--- src/rtl/light_sensor_pkg.sv ---
/*
  Shared constants and types for the two-channel light sensor register block.
  Assumes a single device clock and a host reaching the block over a two-wire serial link.
*/
// Contract
// - Identity byte is constant read-only; part code upper nibble, revision lower.
// - Each channel is 16 bits over a byte pair; channel 0 at C/D, 1 at E/F.
// - Result bytes ignore host writes and hold zero after power-up.
// - Reading a low result byte latches its high byte into a shadow.
// - Shadowed high byte stays paired with the low byte despite new conversions.
// - Word read at a low result byte returns low then next byte.
// - Command byte: bit 7 marker, bit 5 word select, low nibble register address.
// - Device starts powered down; writing 3 to control powers up and converts.
// - Default integration is about 400 ms; results readable after it ends.
// - Integration code 0 is 13.7 ms, 1 is 101 ms, 2 is 402 ms default.
// - Timing bit 4 selects 16x gain independent of integration code.
// - Code 3 is manual; bit 3 set starts, clear ends and latches results.
// - Interrupt style zero disables the interrupt output entirely.
// - Only channel 0 is compared against a low and a high threshold.
// - Persistence 1 fires on one out-of-range result; N needs N consecutive.
// - Persistence 0 fires at every conversion end, thresholds ignored.
// - Interrupt line is driven low and held until cleared.
// - Level style clears on a command byte with bit 6 set.
// - Alert style clears only on completing an alert response read.
// - Style field: 0 off, 1 level, 2 alert, 3 test asserts then alert.
// - Answer alert response with own address; keep interrupt if arbitration lost.
// - Out of window means at or below low threshold, or above high.
package light_sensor_pkg;

  // ----------------------------------------------------------------
  // Register offsets
  // ----------------------------------------------------------------
  localparam logic [3:0] ADDR_CONTROL = 4'h0;
  localparam logic [3:0] ADDR_TIMING = 4'h1;
  localparam logic [3:0] ADDR_THRESH_LOW_LO = 4'h2;
  localparam logic [3:0] ADDR_THRESH_LOW_HI = 4'h3;
  localparam logic [3:0] ADDR_THRESH_HIGH_LO = 4'h4;
  localparam logic [3:0] ADDR_THRESH_HIGH_HI = 4'h5;
  localparam logic [3:0] ADDR_INTERRUPT = 4'h6;
  localparam logic [3:0] ADDR_PART_IDENTITY = 4'hA;
  localparam logic [3:0] ADDR_CHANNEL0_LOW = 4'hC;
  localparam logic [3:0] ADDR_CHANNEL0_HIGH = 4'hD;
  localparam logic [3:0] ADDR_CHANNEL1_LOW = 4'hE;
  localparam logic [3:0] ADDR_CHANNEL1_HIGH = 4'hF;

  // ----------------------------------------------------------------
  // Field positions and codes
  // ----------------------------------------------------------------
  localparam int CMD_MARK_BIT = 7;
  localparam int CMD_CLEAR_BIT = 6;
  localparam int CMD_WORD_BIT = 5;
  localparam int TIMING_GAIN_BIT = 4;
  localparam int TIMING_MANUAL_BIT = 3;
  localparam int INTERRUPT_STYLE_SELECT_STYLE_LSB = 4;
  localparam int INTERRUPT_STYLE_SELECT_PERSIST_LSB = 0;
  localparam logic [1:0] POWER_UP_CODE = 2'h3;
  localparam logic [1:0] INTEG_SHORT = 2'h0;
  localparam logic [1:0] INTEG_MEDIUM = 2'h1;
  localparam logic [1:0] INTEG_LONG = 2'h2;
  localparam logic [1:0] INTEG_MANUAL = 2'h3;
  localparam logic [1:0] STYLE_OFF = 2'h0;
  localparam logic [1:0] STYLE_LEVEL = 2'h1;
  localparam logic [1:0] STYLE_ALERT = 2'h2;
  localparam logic [1:0] STYLE_TEST = 2'h3;
  localparam logic [6:0] ALERT_RESPONSE_ADDR = 7'h0C;
  localparam logic [6:0] DEFAULT_SLAVE_ADDR = 7'h39;

  // ----------------------------------------------------------------
  // Reset values
  // ----------------------------------------------------------------
  localparam logic [1:0] CONTROL_RESET = 2'h0;
  localparam logic [1:0] INTEG_RESET = INTEG_LONG;
  localparam logic [7:0] BYTE_RESET = 8'h00;

  // ----------------------------------------------------------------
  // Timing
  // ----------------------------------------------------------------
  localparam int CLK_MHZ = 250;
  localparam int TIME_SHORT_US = 13700;
  localparam int TIME_MEDIUM_US = 101000;
  localparam int TIME_LONG_US = 402000;
  localparam int CYCLES_SHORT = TIME_SHORT_US * CLK_MHZ;
  localparam int CYCLES_MEDIUM = TIME_MEDIUM_US * CLK_MHZ;
  localparam int CYCLES_LONG = TIME_LONG_US * CLK_MHZ;

  // ----------------------------------------------------------------
  // Types
  // ----------------------------------------------------------------
  typedef struct packed {
    logic [15:0] broadband;
    logic [15:0] infrared;
  } sample_type;

  typedef enum logic [2:0] {
    BUS_IDLE = 3'b000,
    BUS_ADDR = 3'b001,
    BUS_ADDR_ACK = 3'b010,
    BUS_WRITE = 3'b011,
    BUS_WRITE_ACK = 3'b100,
    BUS_READ = 3'b101,
    BUS_READ_ACK = 3'b110
  } bus_state_type;

endpackage

--- src/rtl/light_sensor_readout_and_alert.sv ---
/*
  Register side of a two-channel integrating light sensor: serial slave, result
  shadowing, integration timing and channel-0 threshold interrupt.
  Assumes scl_in/sda_in already synchronous to clk; the analog front end integrates
  while integrate is high and presents its counts on sample at all times.
*/
`timescale 1ns/1ps
module light_sensor_readout_and_alert #(
  parameter logic [6:0] SLAVE_ADDR = light_sensor_pkg::DEFAULT_SLAVE_ADDR,
  parameter logic [3:0] PART_CODE = 4'h5,      // Arbitrary value
  parameter logic [3:0] REVISION_CODE = 4'h3,  // Arbitrary value
  parameter int COUNT_WIDTH = 27,
  parameter int CYCLES_SHORT = light_sensor_pkg::CYCLES_SHORT,
  parameter int CYCLES_MEDIUM = light_sensor_pkg::CYCLES_MEDIUM,
  parameter int CYCLES_LONG = light_sensor_pkg::CYCLES_LONG
) (
  // Clock and reset
  input wire logic clk,
  input wire logic reset_n,
  // Serial link
  input wire logic scl_in,
  input wire logic sda_in,
  output logic sda_out,
  output logic sda_oe,
  // Analog front end
  input wire light_sensor_pkg::sample_type sample,
  output logic analog_power,
  output logic high_gain,
  output logic integrate,
  // Interrupt line
  output logic interrupt_n
);
  import light_sensor_pkg::*;

  // ----------------------------------------------------------------
  // State
  // ----------------------------------------------------------------
  bus_state_type state, next_state;
  logic scl_prev, sda_prev;
  logic [3:0] bit_count, next_bit_count;
  logic [7:0] shift, next_shift;
  logic [7:0] tx, next_tx;
  logic [3:0] pointer, next_pointer;
  logic word_mode, next_word_mode;
  logic read_dir, next_read_dir;
  logic alert_cycle, next_alert_cycle;
  logic first_byte, next_first_byte;
  logic next_sda_oe;
  logic wr_strobe, cmd_strobe, rd_strobe, alert_done, load_byte;

  logic [1:0] control, next_control;
  logic [1:0] integ_code, next_integ_code;
  logic manual_bit, next_manual_bit, next_high_gain;
  logic [15:0] thresh_low, next_thresh_low, thresh_high, next_thresh_high;
  logic [1:0] style, next_style;
  logic [3:0] persist, next_persist, persist_count, next_persist_count;
  sample_type result, next_result;
  logic [7:0] shadow0, next_shadow0, shadow1, next_shadow1;
  logic [COUNT_WIDTH-1:0] count, next_count;
  logic manual_run, next_manual_run;
  logic next_analog_power, next_integrate, next_interrupt_n;
  logic conv_done, fire, test_set, clear_event;

  logic scl_rise, scl_fall, start_seen, stop_seen, alert_pending;

  // ----------------------------------------------------------------
  // Helpers
  // ----------------------------------------------------------------
  function automatic logic [7:0] read_value(input logic [3:0] addr);
    case (addr)
      ADDR_CONTROL: read_value = {6'h00, control};
      ADDR_TIMING: read_value = {3'h0, high_gain, manual_bit, 1'b0, integ_code};
      ADDR_THRESH_LOW_LO: read_value = thresh_low[7:0];
      ADDR_THRESH_LOW_HI: read_value = thresh_low[15:8];
      ADDR_THRESH_HIGH_LO: read_value = thresh_high[7:0];
      ADDR_THRESH_HIGH_HI: read_value = thresh_high[15:8];
      ADDR_INTERRUPT: read_value = {2'h0, style, persist};
      ADDR_PART_IDENTITY: read_value = {PART_CODE, REVISION_CODE};
      ADDR_CHANNEL0_LOW: read_value = result.broadband[7:0];
      ADDR_CHANNEL0_HIGH: read_value = shadow0;
      ADDR_CHANNEL1_LOW: read_value = result.infrared[7:0];
      ADDR_CHANNEL1_HIGH: read_value = shadow1;
      default: read_value = 8'h00;
    endcase
  endfunction

  function automatic logic [COUNT_WIDTH-1:0] period_cycles(input logic [1:0] code);
    case (code)
      INTEG_SHORT: period_cycles = COUNT_WIDTH'(CYCLES_SHORT);
      INTEG_MEDIUM: period_cycles = COUNT_WIDTH'(CYCLES_MEDIUM);
      default: period_cycles = COUNT_WIDTH'(CYCLES_LONG);
    endcase
  endfunction

  assign scl_rise = ~scl_prev & scl_in;
  assign scl_fall = scl_prev & ~scl_in;
  assign start_seen = scl_prev & scl_in & sda_prev & ~sda_in;
  assign stop_seen = scl_prev & scl_in & ~sda_prev & sda_in;
  assign alert_pending = ~interrupt_n & style[1];

  // ----------------------------------------------------------------
  // Serial slave
  // ----------------------------------------------------------------
  always_comb begin
    next_state = state;
    next_bit_count = bit_count;
    next_shift = shift;
    next_tx = tx;
    next_pointer = pointer;
    next_word_mode = word_mode;
    next_read_dir = read_dir;
    next_alert_cycle = alert_cycle;
    next_first_byte = first_byte;
    next_sda_oe = sda_oe;
    wr_strobe = 1'b0;
    cmd_strobe = 1'b0;
    rd_strobe = 1'b0;
    alert_done = 1'b0;
    load_byte = 1'b0;
    if (stop_seen) begin
      next_state = BUS_IDLE;
      next_sda_oe = 1'b0;
    end else if (start_seen) begin
      next_state = BUS_ADDR;
      next_bit_count = 4'h0;
      next_sda_oe = 1'b0;
    end else begin
      case (state)
        BUS_ADDR: begin
          if (scl_rise) begin
            next_shift = {shift[6:0], sda_in};
            next_bit_count = bit_count + 4'h1;
          end else if (scl_fall && bit_count == 4'h8) begin
            if (shift[7:1] == SLAVE_ADDR ||
                (shift[7:1] == ALERT_RESPONSE_ADDR && shift[0] && alert_pending)) begin
              next_sda_oe = 1'b1;
              next_state = BUS_ADDR_ACK;
              next_read_dir = shift[0];
              next_alert_cycle = (shift[7:1] == ALERT_RESPONSE_ADDR);
            end else begin
              next_state = BUS_IDLE;
            end
          end
        end
        BUS_ADDR_ACK: begin
          if (scl_fall) begin
            next_bit_count = 4'h0;
            next_first_byte = 1'b1;
            if (read_dir) begin
              load_byte = 1'b1;
            end else begin
              next_sda_oe = 1'b0;
              next_state = BUS_WRITE;
            end
          end
        end
        BUS_WRITE: begin
          if (scl_rise) begin
            next_shift = {shift[6:0], sda_in};
            next_bit_count = bit_count + 4'h1;
          end else if (scl_fall && bit_count == 4'h8) begin
            next_sda_oe = 1'b1;
            next_state = BUS_WRITE_ACK;
            if (first_byte) begin
              if (shift[CMD_MARK_BIT]) begin
                cmd_strobe = 1'b1;
                next_pointer = shift[3:0];
                next_word_mode = shift[CMD_WORD_BIT];
              end
            end else begin
              wr_strobe = 1'b1;
              if (word_mode) begin
                next_pointer = pointer + 4'h1;
              end
            end
          end
        end
        BUS_WRITE_ACK: begin
          if (scl_fall) begin
            next_sda_oe = 1'b0;
            next_bit_count = 4'h0;
            next_first_byte = 1'b0;
            next_state = BUS_WRITE;
          end
        end
        BUS_READ: begin
          if (scl_rise) begin
            next_bit_count = bit_count + 4'h1;
            // Lost arbitration on the alert answer: back off, interrupt kept
            if (alert_cycle && tx[7] && !sda_in) begin
              next_state = BUS_IDLE;
              next_sda_oe = 1'b0;
            end
          end else if (scl_fall) begin
            if (bit_count == 4'h8) begin
              next_sda_oe = 1'b0;
              next_state = BUS_READ_ACK;
              alert_done = alert_cycle;
            end else begin
              next_tx = {tx[6:0], 1'b0};
              next_sda_oe = ~tx[6];
            end
          end
        end
        BUS_READ_ACK: begin
          if (scl_rise && sda_in) begin
            next_state = BUS_IDLE;
          end else if (scl_fall) begin
            next_bit_count = 4'h0;
            load_byte = 1'b1;
          end
        end
        default: next_state = BUS_IDLE;
      endcase
      if (load_byte) begin
        next_state = BUS_READ;
        if (alert_cycle) begin
          next_tx = {SLAVE_ADDR, 1'b0};
        end else begin
          next_tx = read_value(pointer);
          rd_strobe = 1'b1;
          if (word_mode) begin
            next_pointer = pointer + 4'h1;
          end
        end
        next_sda_oe = ~next_tx[7];
      end
    end
  end

  always_ff @(posedge clk or negedge reset_n) begin
    if (!reset_n) begin
      state <= BUS_IDLE;
      scl_prev <= 1'b1;
      sda_prev <= 1'b1;
      bit_count <= 4'h0;
      shift <= 8'h00;
      tx <= 8'h00;
      pointer <= 4'h0;
      word_mode <= 1'b0;
      read_dir <= 1'b0;
      alert_cycle <= 1'b0;
      first_byte <= 1'b0;
      sda_oe <= 1'b0;
      sda_out <= 1'b0;
    end else begin
      state <= next_state;
      scl_prev <= scl_in;
      sda_prev <= sda_in;
      bit_count <= next_bit_count;
      shift <= next_shift;
      tx <= next_tx;
      pointer <= next_pointer;
      word_mode <= next_word_mode;
      read_dir <= next_read_dir;
      alert_cycle <= next_alert_cycle;
      first_byte <= next_first_byte;
      sda_oe <= next_sda_oe;
      sda_out <= 1'b0;
    end
  end

  // ----------------------------------------------------------------
  // Registers, conversion timing and interrupt
  // ----------------------------------------------------------------
  always_comb begin
    next_control = control;
    next_integ_code = integ_code;
    next_manual_bit = manual_bit;
    next_high_gain = high_gain;
    next_thresh_low = thresh_low;
    next_thresh_high = thresh_high;
    next_style = style;
    next_persist = persist;
    next_result = result;
    next_shadow0 = shadow0;
    next_shadow1 = shadow1;
    next_count = count;
    next_manual_run = manual_run;
    next_persist_count = persist_count;
    next_interrupt_n = interrupt_n;
    conv_done = 1'b0;
    fire = 1'b0;
    test_set = 1'b0;
    // Result bytes and identity have no write path
    if (wr_strobe) begin
      case (pointer)
        ADDR_CONTROL: next_control = shift[1:0];
        ADDR_TIMING: begin
          next_high_gain = shift[TIMING_GAIN_BIT];
          next_manual_bit = shift[TIMING_MANUAL_BIT];
          next_integ_code = shift[1:0];
        end
        ADDR_THRESH_LOW_LO: next_thresh_low[7:0] = shift;
        ADDR_THRESH_LOW_HI: next_thresh_low[15:8] = shift;
        ADDR_THRESH_HIGH_LO: next_thresh_high[7:0] = shift;
        ADDR_THRESH_HIGH_HI: next_thresh_high[15:8] = shift;
        ADDR_INTERRUPT: begin
          next_style = shift[INTERRUPT_STYLE_SELECT_STYLE_LSB +: 2];
          next_persist = shift[INTERRUPT_STYLE_SELECT_PERSIST_LSB +: 4];
          test_set = (shift[INTERRUPT_STYLE_SELECT_STYLE_LSB +: 2] == STYLE_TEST);
        end
        default: ;
      endcase
    end
    // Shadow taken from the same result word that feeds the low byte
    if (rd_strobe && pointer == ADDR_CHANNEL0_LOW) begin
      next_shadow0 = result.broadband[15:8];
    end
    if (rd_strobe && pointer == ADDR_CHANNEL1_LOW) begin
      next_shadow1 = result.infrared[15:8];
    end
    if (control != POWER_UP_CODE) begin
      next_count = '0;
      next_manual_run = 1'b0;
    end else if (integ_code != INTEG_MANUAL) begin
      next_manual_run = 1'b0;
      if (count >= period_cycles(integ_code) - COUNT_WIDTH'(1)) begin
        next_count = '0;
        conv_done = 1'b1;
      end else begin
        next_count = count + COUNT_WIDTH'(1);
      end
    end else begin
      next_count = '0;
      next_manual_run = manual_bit;
      conv_done = manual_run & ~manual_bit;
    end
    if (conv_done) begin
      next_result = sample;
      if (persist == 4'h0) begin
        fire = 1'b1;
      end else if (sample.broadband <= thresh_low || sample.broadband > thresh_high) begin
        if (persist_count + 4'h1 >= persist) begin
          fire = 1'b1;
          next_persist_count = 4'h0;
        end else begin
          next_persist_count = persist_count + 4'h1;
        end
      end else begin
        next_persist_count = 4'h0;
      end
    end
    clear_event = (cmd_strobe && shift[CMD_CLEAR_BIT] && style == STYLE_LEVEL) ||
                  (alert_done && style[1]);
    if (clear_event) begin
      next_interrupt_n = 1'b1;
    end
    // Set wins over a clear arriving in the same cycle
    if (fire || test_set) begin
      next_interrupt_n = 1'b0;
    end
    if (next_style == STYLE_OFF) begin
      next_interrupt_n = 1'b1;
    end
    next_analog_power = (next_control == POWER_UP_CODE);
    next_integrate = next_analog_power &&
                     (next_integ_code != INTEG_MANUAL || next_manual_bit);
  end

  always_ff @(posedge clk or negedge reset_n) begin
    if (!reset_n) begin
      control <= CONTROL_RESET;
      integ_code <= INTEG_RESET;
      manual_bit <= 1'b0;
      high_gain <= 1'b0;
      thresh_low <= 16'h0000;
      thresh_high <= 16'h0000;
      style <= STYLE_OFF;
      persist <= 4'h0;
      result <= '0;
      shadow0 <= BYTE_RESET;
      shadow1 <= BYTE_RESET;
      count <= '0;
      manual_run <= 1'b0;
      persist_count <= 4'h0;
      interrupt_n <= 1'b1;
      analog_power <= 1'b0;
      integrate <= 1'b0;
    end else begin
      control <= next_control;
      integ_code <= next_integ_code;
      manual_bit <= next_manual_bit;
      high_gain <= next_high_gain;
      thresh_low <= next_thresh_low;
      thresh_high <= next_thresh_high;
      style <= next_style;
      persist <= next_persist;
      result <= next_result;
      shadow0 <= next_shadow0;
      shadow1 <= next_shadow1;
      count <= next_count;
      manual_run <= next_manual_run;
      persist_count <= next_persist_count;
      interrupt_n <= next_interrupt_n;
      analog_power <= next_analog_power;
      integrate <= next_integrate;
    end
  end

endmodule // light_sensor_readout_and_alert

--- config.mk ---
export PLATFORM = sky130hd
export DESIGN_NAME = light_sensor_readout_and_alert
export DESIGN_NICKNAME = d
export VERILOG_FILES = /design/src/rtl/light_sensor_pkg.sv /design/src/rtl/light_sensor_readout_and_alert.sv
export SDC_FILE = /design/constraint.sdc
export NUM_CORES = 1
export LEC_CHECK = 0
export BUFFER_PORTS_ARGS = -buffer_cell sky130_fd_sc_hd__buf_2
export CAP_MARGIN = 20
export CORE_AREA = 2 2 149 151
export DETAILED_ROUTE_END_ITERATION = 7
export DIE_AREA = 0 0 151 153
export GPL_ROUTABILITY_DRIVEN = 0
export PLACE_DENSITY = 0.66
export REMOVE_ABC_BUFFERS = 1
export SLEW_MARGIN = 30
export SYNTH_ARGS = -nofsm -noshare
export SYNTH_HDL_FRONTEND = slang
export SYNTH_SLANG_ARGS = --single-unit
--- constraint.sdc ---
create_clock -name clk -period 5 [get_ports clk]
set_input_delay 0.25 -clock clk [delete_from_list [all_inputs] [get_ports clk]]
set_output_delay 0.25 -clock clk [all_outputs]
set_load 0.02 [all_outputs]
==> results.toml, run 1 <==
[finish]
multi_input_area_sq_um = 5090
syn2layout_area_growth_pct = 12.0
fin_nets = 1061
drive_gt1_share_pct = 21.2
fillCellCount = 1930
num_antenna_cells = 0
fin_area_sq_um = 10600
fin_cells = 1247
seqCellArea_sq_um = 4030

[floorplan]
die-area_sq_um = 23100
dieWidth_um = 151
initial_core_util_pct = 44.2
rows = 54
core_area_sq_um = 21500
boundaryPins = 42
die_h_um = 153

[logic_synthesis]
synth_top_family_by_area = "multiplexers"
synth_xor_area_share_pct = 2.75
yosysTopAreaCellShare_pct = 41.4
synthFlopType = "dfrtp_1"
synth_mux_area_share_pct = 14.6
syn_avg_cell_area_sq_um = 10.4
synth_warnings = 0
ys_top_cells_by_area = "dfrtp_1 41%, ha_1 9.4%, mux2_2 8.9%, mux2_4 4.7%, nand2_1 2.8%"
netlist_instances = 917
async_flop_share_pct = 100
synth_cell_types = 78
synth-compound-area-share_pct = 12.4
ys_seq_area_share_pct = 42.5
synthAdderAreaFrac_pct = 9.36
synth_area_sq_um = 9490
synth_top_area_cell = "dfrtp_1"
synth-edff-count = 0
ys_seq_elements = 161
synthSimpleGateAreaFrac_pct = 14.1

[timing]
grt_setup_unrepaired = "false"
setup-violations-final = 0
fin_crit_sh_pct = 70.7
drv_slew = 0
relSlewSlack_pct = 46.1
fmax_ghz = 0.283
fin_ws_ns = 1.46
finalSetupTns_ns = 0
finalHoldViolCount = 0
period_needed_ns = 3.54
tightest_slew_ns = 0.809
skew_ns = 0.0192

[global_route]
grt.overflow.total = 0
grt_pass1_wl_mm = 37.9
busiest_layer = "met2"
grt_max_degree = 78
gr-usage-met1_pct = 28.1
grt_pass1_vias = 7171
use_met2_pct = 34.6
gr-usage-all-layers_pct = 21.0
antenna_found_initial = 1
grtUsageMet3_pct = 4.09

[setup_path]
crit_type = "flop to flop"
ff2ff_path_depth = 11
cp.required_ns = 5.34
crit_path_end = "result[31]$_DFFE_PN0P_"
endpoint_kind = "flop"
crit_fanout = 32
arrival_ns = 3.87
reg2reg_slack_ns = 1.46
r2r-start = "integ_code[0]$_DFF_PN0_"
cp-start-kind = "flop"
r2r-end = "result[31]$_DFFE_PN0P_"
cp-startpoint = "integ_code[0]$_DFF_PN0_"

[status]
status = "finished clean"

[route]
vias = 7167
routed_wl_mm = 23.2
ant_nets = 0
drtPass1Iterations = 5
drc = 0
vias_per_cell = 5.75
drt-initial-drc-count = 500
routedWlPerCell_um = 18.6

[power]
p_clk_share_pct = 48.9
p_int_w = 0.00204
p_leak_nw = 4.81
ir_worst_vdd_uv = 215
p_sw_w = 0.000769
powerDensity_nw_per_um2 = 264
combPwrFrac_pct = 4.0
p_total_w = 0.00281
sw_frac_of_total_pct = 27.4
seqPwrFrac_pct = 47.1

[clock_tree]
h-tree-depth = 4
root_buffer = "clkbuf_16"
clockBufferDepth = 2
cts_tree = "yes"
cts_setup_buffers = 0
clk_pin_slew_ns = 0.09
cts_buffers = 17
cts-resized-gates = 0
hold_buffers = 3
clock-sinks = 161
clk_latency_ns = 0.45

[place]
dp_slack_ns = 1.48
dpl_cell_area_sq_um = 9970
dp_hpwl_mm = 16.2
numPortBuffers = 40
dpl.cell_count = 1212

[min_path]
worstHoldPathType = "input port to flop"

[job]
cap_violations = 0
## kinds of logic (layout without fill, tap and decap cells)
kind of cell    after synthesis  after routing
simple gates                263            263
compound gates              178            178
flops                       161            161
mux                         114            114
buf+inv                      99            144
fa+ha+maj                    71             71
xor+xnor                     29             29
other cells                   2              7
## cells in the final DEF (no fill, tap or decap), drive strengths merged, types with 4 or more instances in the layout
| cell | count |
|---|---|
| a211oi | 6 |
| a21boi | 4 |
| a21oi | 51 |
| a221o | 4 |
| a221oi | 5 |
| a222oi | 4 |
| a22o | 11 |
| a22oi | 4 |
| and2 | 4 |
| and3 | 10 |
| buf | 48 |
| clkbuf | 17 |
| clkinv | 8 |
| conb | 7 |
| dfrtp | 157 |
| dfstp | 4 |
| ha | 71 |
| inv | 68 |
| mux2 | 108 |
| mux2i | 6 |
| nand2 | 71 |
| nand2b | 7 |
| nand3 | 33 |
| nand4 | 19 |
| nor2 | 65 |
| nor2b | 11 |
| nor3 | 10 |
| nor3b | 4 |
| nor4 | 10 |
| o211ai | 8 |
| o21ai | 42 |
| o22ai | 5 |
| or3 | 4 |
| xnor2 | 13 |
| xor2 | 16 |
## Yosys cell counts (8+ instances only)
| cell type | instances |
|---|---|
| a21oi_1 | 51 |
| a22o_1 | 11 |
| and3_1 | 10 |
| clkbuf_1 | 28 |
| dfrtp_1 | 157 |
| ha_1 | 71 |
| inv_1 | 60 |
| mux2_2 | 75 |
| mux2_4 | 30 |
| nand2_1 | 71 |
| nand3_1 | 32 |
| nand4_1 | 19 |
| nor2_1 | 64 |
| nor2b_1 | 11 |
| nor3_1 | 10 |
| nor4_1 | 8 |
| o211ai_1 | 8 |
| o21ai_0 | 39 |
| xnor2_1 | 12 |
| xor2_1 | 16 |
## power by group through the flow
stage               Sequential (W)  Combinational (W)  Clock [W]
floorplan                  0.00134          0.0000475          0
global placement           0.00135           0.000109          0
detailed placement         0.00135           0.000111          0
CTS                        0.00132           0.000114    0.00139
global route               0.00132           0.000129    0.00145
finish                     0.00132           0.000112    0.00137
## stage by stage
step	hold slack (ns)	util, %
after floorplan	-0.0456	-
after global placement	0.193	46.3
after detailed placement	0.192	46.4
after CTS	0.0153	49.5
after global routing	0.0142	49.5
final	0.0203	49.5
## area by class of cell
| class | instances | share of cell area, % |
|---|---|---|
| multi-input combinational | 662 | 47.9 |
| sequential | 161 | 37.9 |
| clock buffer | 17 | 4.00 |
| tap | 280 | 3.30 |
| timing repair buffer | 51 | 2.82 |
| inverter | 61 | 2.15 |
| clock inverter | 15 | 1.92 |
## sequential cells by signal, indices dropped and copies added (netlist names), 8 cells and up
register	count
result	32
count	27
thresh_high	16
thresh_low	16
shadow0	8
shadow1	8
shift	8
tx	8
## critical path, stage by stage (launching register included)
cell and delay [ns]:
dfrtp_1 0.48, or2_2 0.36, ha_1 0.31, ha_1 0.30, a21oi_1 0.14, o21ai_0 0.10
a2111oi_0 0.38, or3_1 0.21, nor4b_4 0.37, nor2_4 0.06, buf_4 0.31, mux2_1 0.38
## metal layers
layer / up-vias / wire length (um)
met2: 187 / 11100
met4: 2 / 431
met1: 3552 / 10600
met5: - / 13
li1: 3392 / -
met3: 34 / 1040
## worst min-delay path by stage
stage,startpoint,end,slack (ns),cells after the start
floorplan,reset_n,alert_cycle$_DFFE_PN0P_,-0.05,0
global placement,reset_n,count[0]$_DFF_PN0_,0.19,1
detailed placement,reset_n,count[0]$_DFF_PN0_,0.19,1
CTS,sample[15],result[15]$_DFFE_PN0P_,0.02,2
global route,sample[13],result[13]$_DFFE_PN0P_,0.01,2
finish,sample[15],result[15]$_DFFE_PN0P_,0.02,2
(Power assumes the default switching activity.)
==> inputs of run 2 (changes only) <==
--- a/config.mk
+++ b/config.mk
@@ -11,7 +11,7 @@
 export DETAILED_ROUTE_END_ITERATION = 7
 export DIE_AREA = 0 0 151 153
 export GPL_ROUTABILITY_DRIVEN = 0
-export PLACE_DENSITY = 0.66
+export PLACE_DENSITY = 0.68
 export REMOVE_ABC_BUFFERS = 1
 export SLEW_MARGIN = 30
 export SYNTH_ARGS = -nofsm -noshare
==> constraint.sdc (replaced) <==
create_clock -name clk -period 3.2 [get_ports clk]
set_input_delay 0.16 -clock clk [delete_from_list [all_inputs] [get_ports clk]]
set_output_delay 0.16 -clock clk [all_outputs]
set_load 0.02 [all_outputs]
==> results.toml, run 2 (synthesis gave the netlist of run 1 again) <==
[timing]
drv_slew = 0
finalHoldViolCount = 0
grt_setup_unrepaired = "false"
skew_ns = 0.0167
setup-violations-final = 0
fmax_ghz = 0.327
period_needed_ns = 3.06
relSlewSlack_pct = 47.2
tightest_slew_ns = 0.792
fin_crit_sh_pct = 95.6
finalSetupTns_ns = 0
fin_ws_ns = 0.140

[min_path]
worstHoldPathType = "input port to flop"

[setup_path]
endpoint_kind = "flop"
crit_fanout = 9
critical-path-max-stage-delay_ns = 0.56
cp.required_ns = 3.53
crit_type = "flop to flop"
crit_chain = "nand2b_4, ha_4, ha_4, nand4_1, nor2_1, a41o_1, a211o_1, nor4b_4, nor2_4, buf_12, buf_12, mux2_1"
cp-start-kind = "flop"
cp_num_buf_inv = 2
cpLargestDelayFamily = "simple AND/OR/NAND/NOR gates"
crit_slowest_cell = "dfstp_2"
arrival_ns = 3.39

[route]
routed_wl_mm = 23.4
ant_nets = 0
drtPass1Iterations = 5
vias = 7321
vias_per_cell = 5.67
drc = 0
drt-initial-drc-count = 518
routedWlPerCell_um = 18.1

[finish]
syn2layout_area_growth_pct = 17.6
layout_common_cells = "157 x dfrtp_1, 75 x mux2_2, 71 x nand2_1"
regMostFlops = "result"
fin_nets = 1105
fillCellCount = 1890
final_common_cell = "dfrtp_1"
reg_top3 = "result: 32 flops, count: 27 flops"
drive_gt1_share_pct = 23.1
final_util_pct = 52.0
num_antenna_cells = 0
largest_reg_flops = 32

[place]
dp_slack_ns = -0.0380
dp_hpwl_mm = 16.5
numPortBuffers = 40

[global_route]
grt_pass1_wl_mm = 37.9
grt.overflow.total = 0
antenna_found_initial = 0
gr-usage-all-layers_pct = 20.9
grt_pass1_vias = 7189
grt_max_degree = 66

[floorplan]
dieWidth_um = 151
die-area_sq_um = 23100
boundaryPins = 42
rows = 54
initial_core_util_pct = 44.2
core_area_sq_um = 21500
die_h_um = 153

[job]
cap_violations = 0

[status]
status = "finished clean"

[clock_tree]
h-tree-depth = 4
clock-sinks = 161
root_buffer = "clkbuf_16"
cts_buffers = 17
clk_latency_ns = 0.45
clk_pin_slew_ns = 0.09
clockBufferDepth = 2
cts_tree = "yes"

[power]
powerDensity_nw_per_um2 = 400
ir_worst_vdd_uv = 248
p_leak_nw = 5.05
[run 2: cell count changes in the layout (fill, tap and decap cells not counted), sizes merged]
cell / previous run / this run
buf: 48 / 70
dlygate4sd3: 3 / 24
clkbuf: 17 / 18
clkinv: 8 / 4
inv: 68 / 72
[run 2: worst paths after layout]
| kind | endpoint | start | cells after the start | slack, ns |
|---|---|---|---|---|
| setup / recovery | result[31]$_DFFE_PN0P_ | integ_code[1]$_DFF_PN1_ | 12 | 0.14 |
| hold / removal | result[23]$_DFFE_PN0P_ | sample[23] | 2 | 0.009 |
| setup reg to reg | result[31]$_DFFE_PN0P_ | integ_code[1]$_DFF_PN1_ | 12 | 0.14 |
| hold reg to reg | count[0]$_DFF_PN0_ | count[0]$_DFF_PN0_ | 1 | 0.49 |
| max in group asynchronous | interrupt_n$_DFFE_PN1P_ | reset_n | 3 | 1.99 |
| min in group asynchronous | count[9]$_DFF_PN0_ | reset_n | 2 | 0.27 |
[run 2: per-layer routing]
metal | up-vias | routed length (um) | global-route usage, %
met3 | 33 | 981 | 3.70
met4 | 0 | 514 | 7.17
met2 | 193 | 11300 | 34.0
li1 | 3475 | - | -
met5 | - | 0 | 0
met1 | 3620 | 10600 | 28.2
[run 2: power breakdown]
| group | total (W) | internal (W) | switching, W |
|---|---|---|---|
| clock | 0.00220 | 0.00111 | 0.00109 |
| combinational | 0.000204 | 0.0000835 | 0.000121 |
| sequential | 0.00206 | 0.00204 | 0.0000202 |
| total | 0.00447 | 0.00324 | 0.00123 |
[run 2: per-stage QoR]
stage | total power [W] | hold slack [ns] | cells | instance area [sq um]
floorplan | 0.00217 | -0.136 | 884 | 9340
global placement | 0.00228 | 0.196 | 1227 | 10100
detailed placement | 0.00228 | 0.205 | 1227 | 10100
CTS | 0.00450 | 0.00167 | 1283 | 11000
global route | 0.00462 | 0.00204 | 1291 | 11200
finish | 0.00447 | 0.00895 | 1291 | 11200
[run 2: cell type report]
class / count / area (sq um) / area share (%)
Clock buffer: 17 / 425 / 3.81
Clock inverter: 15 / 224 / 2.01
Inverter: 61 / 229 / 2.05
Multi-Input combinational cell: 662 / 5150 / 46.1
Sequential cell: 161 / 4030 / 36.1
Tap cell: 280 / 350 / 3.14
Timing Repair Buffer: 95 / 751 / 6.72
[run 2: what timing repair did]
item	in CTS	in global routing
hold endpoints to repair	84	1
hold buffers	23	1
pin swaps	2	8
setup buffers	1	6
endpoints found under the setup margin	27	36
cloned	0	2
resized for setup	1	11
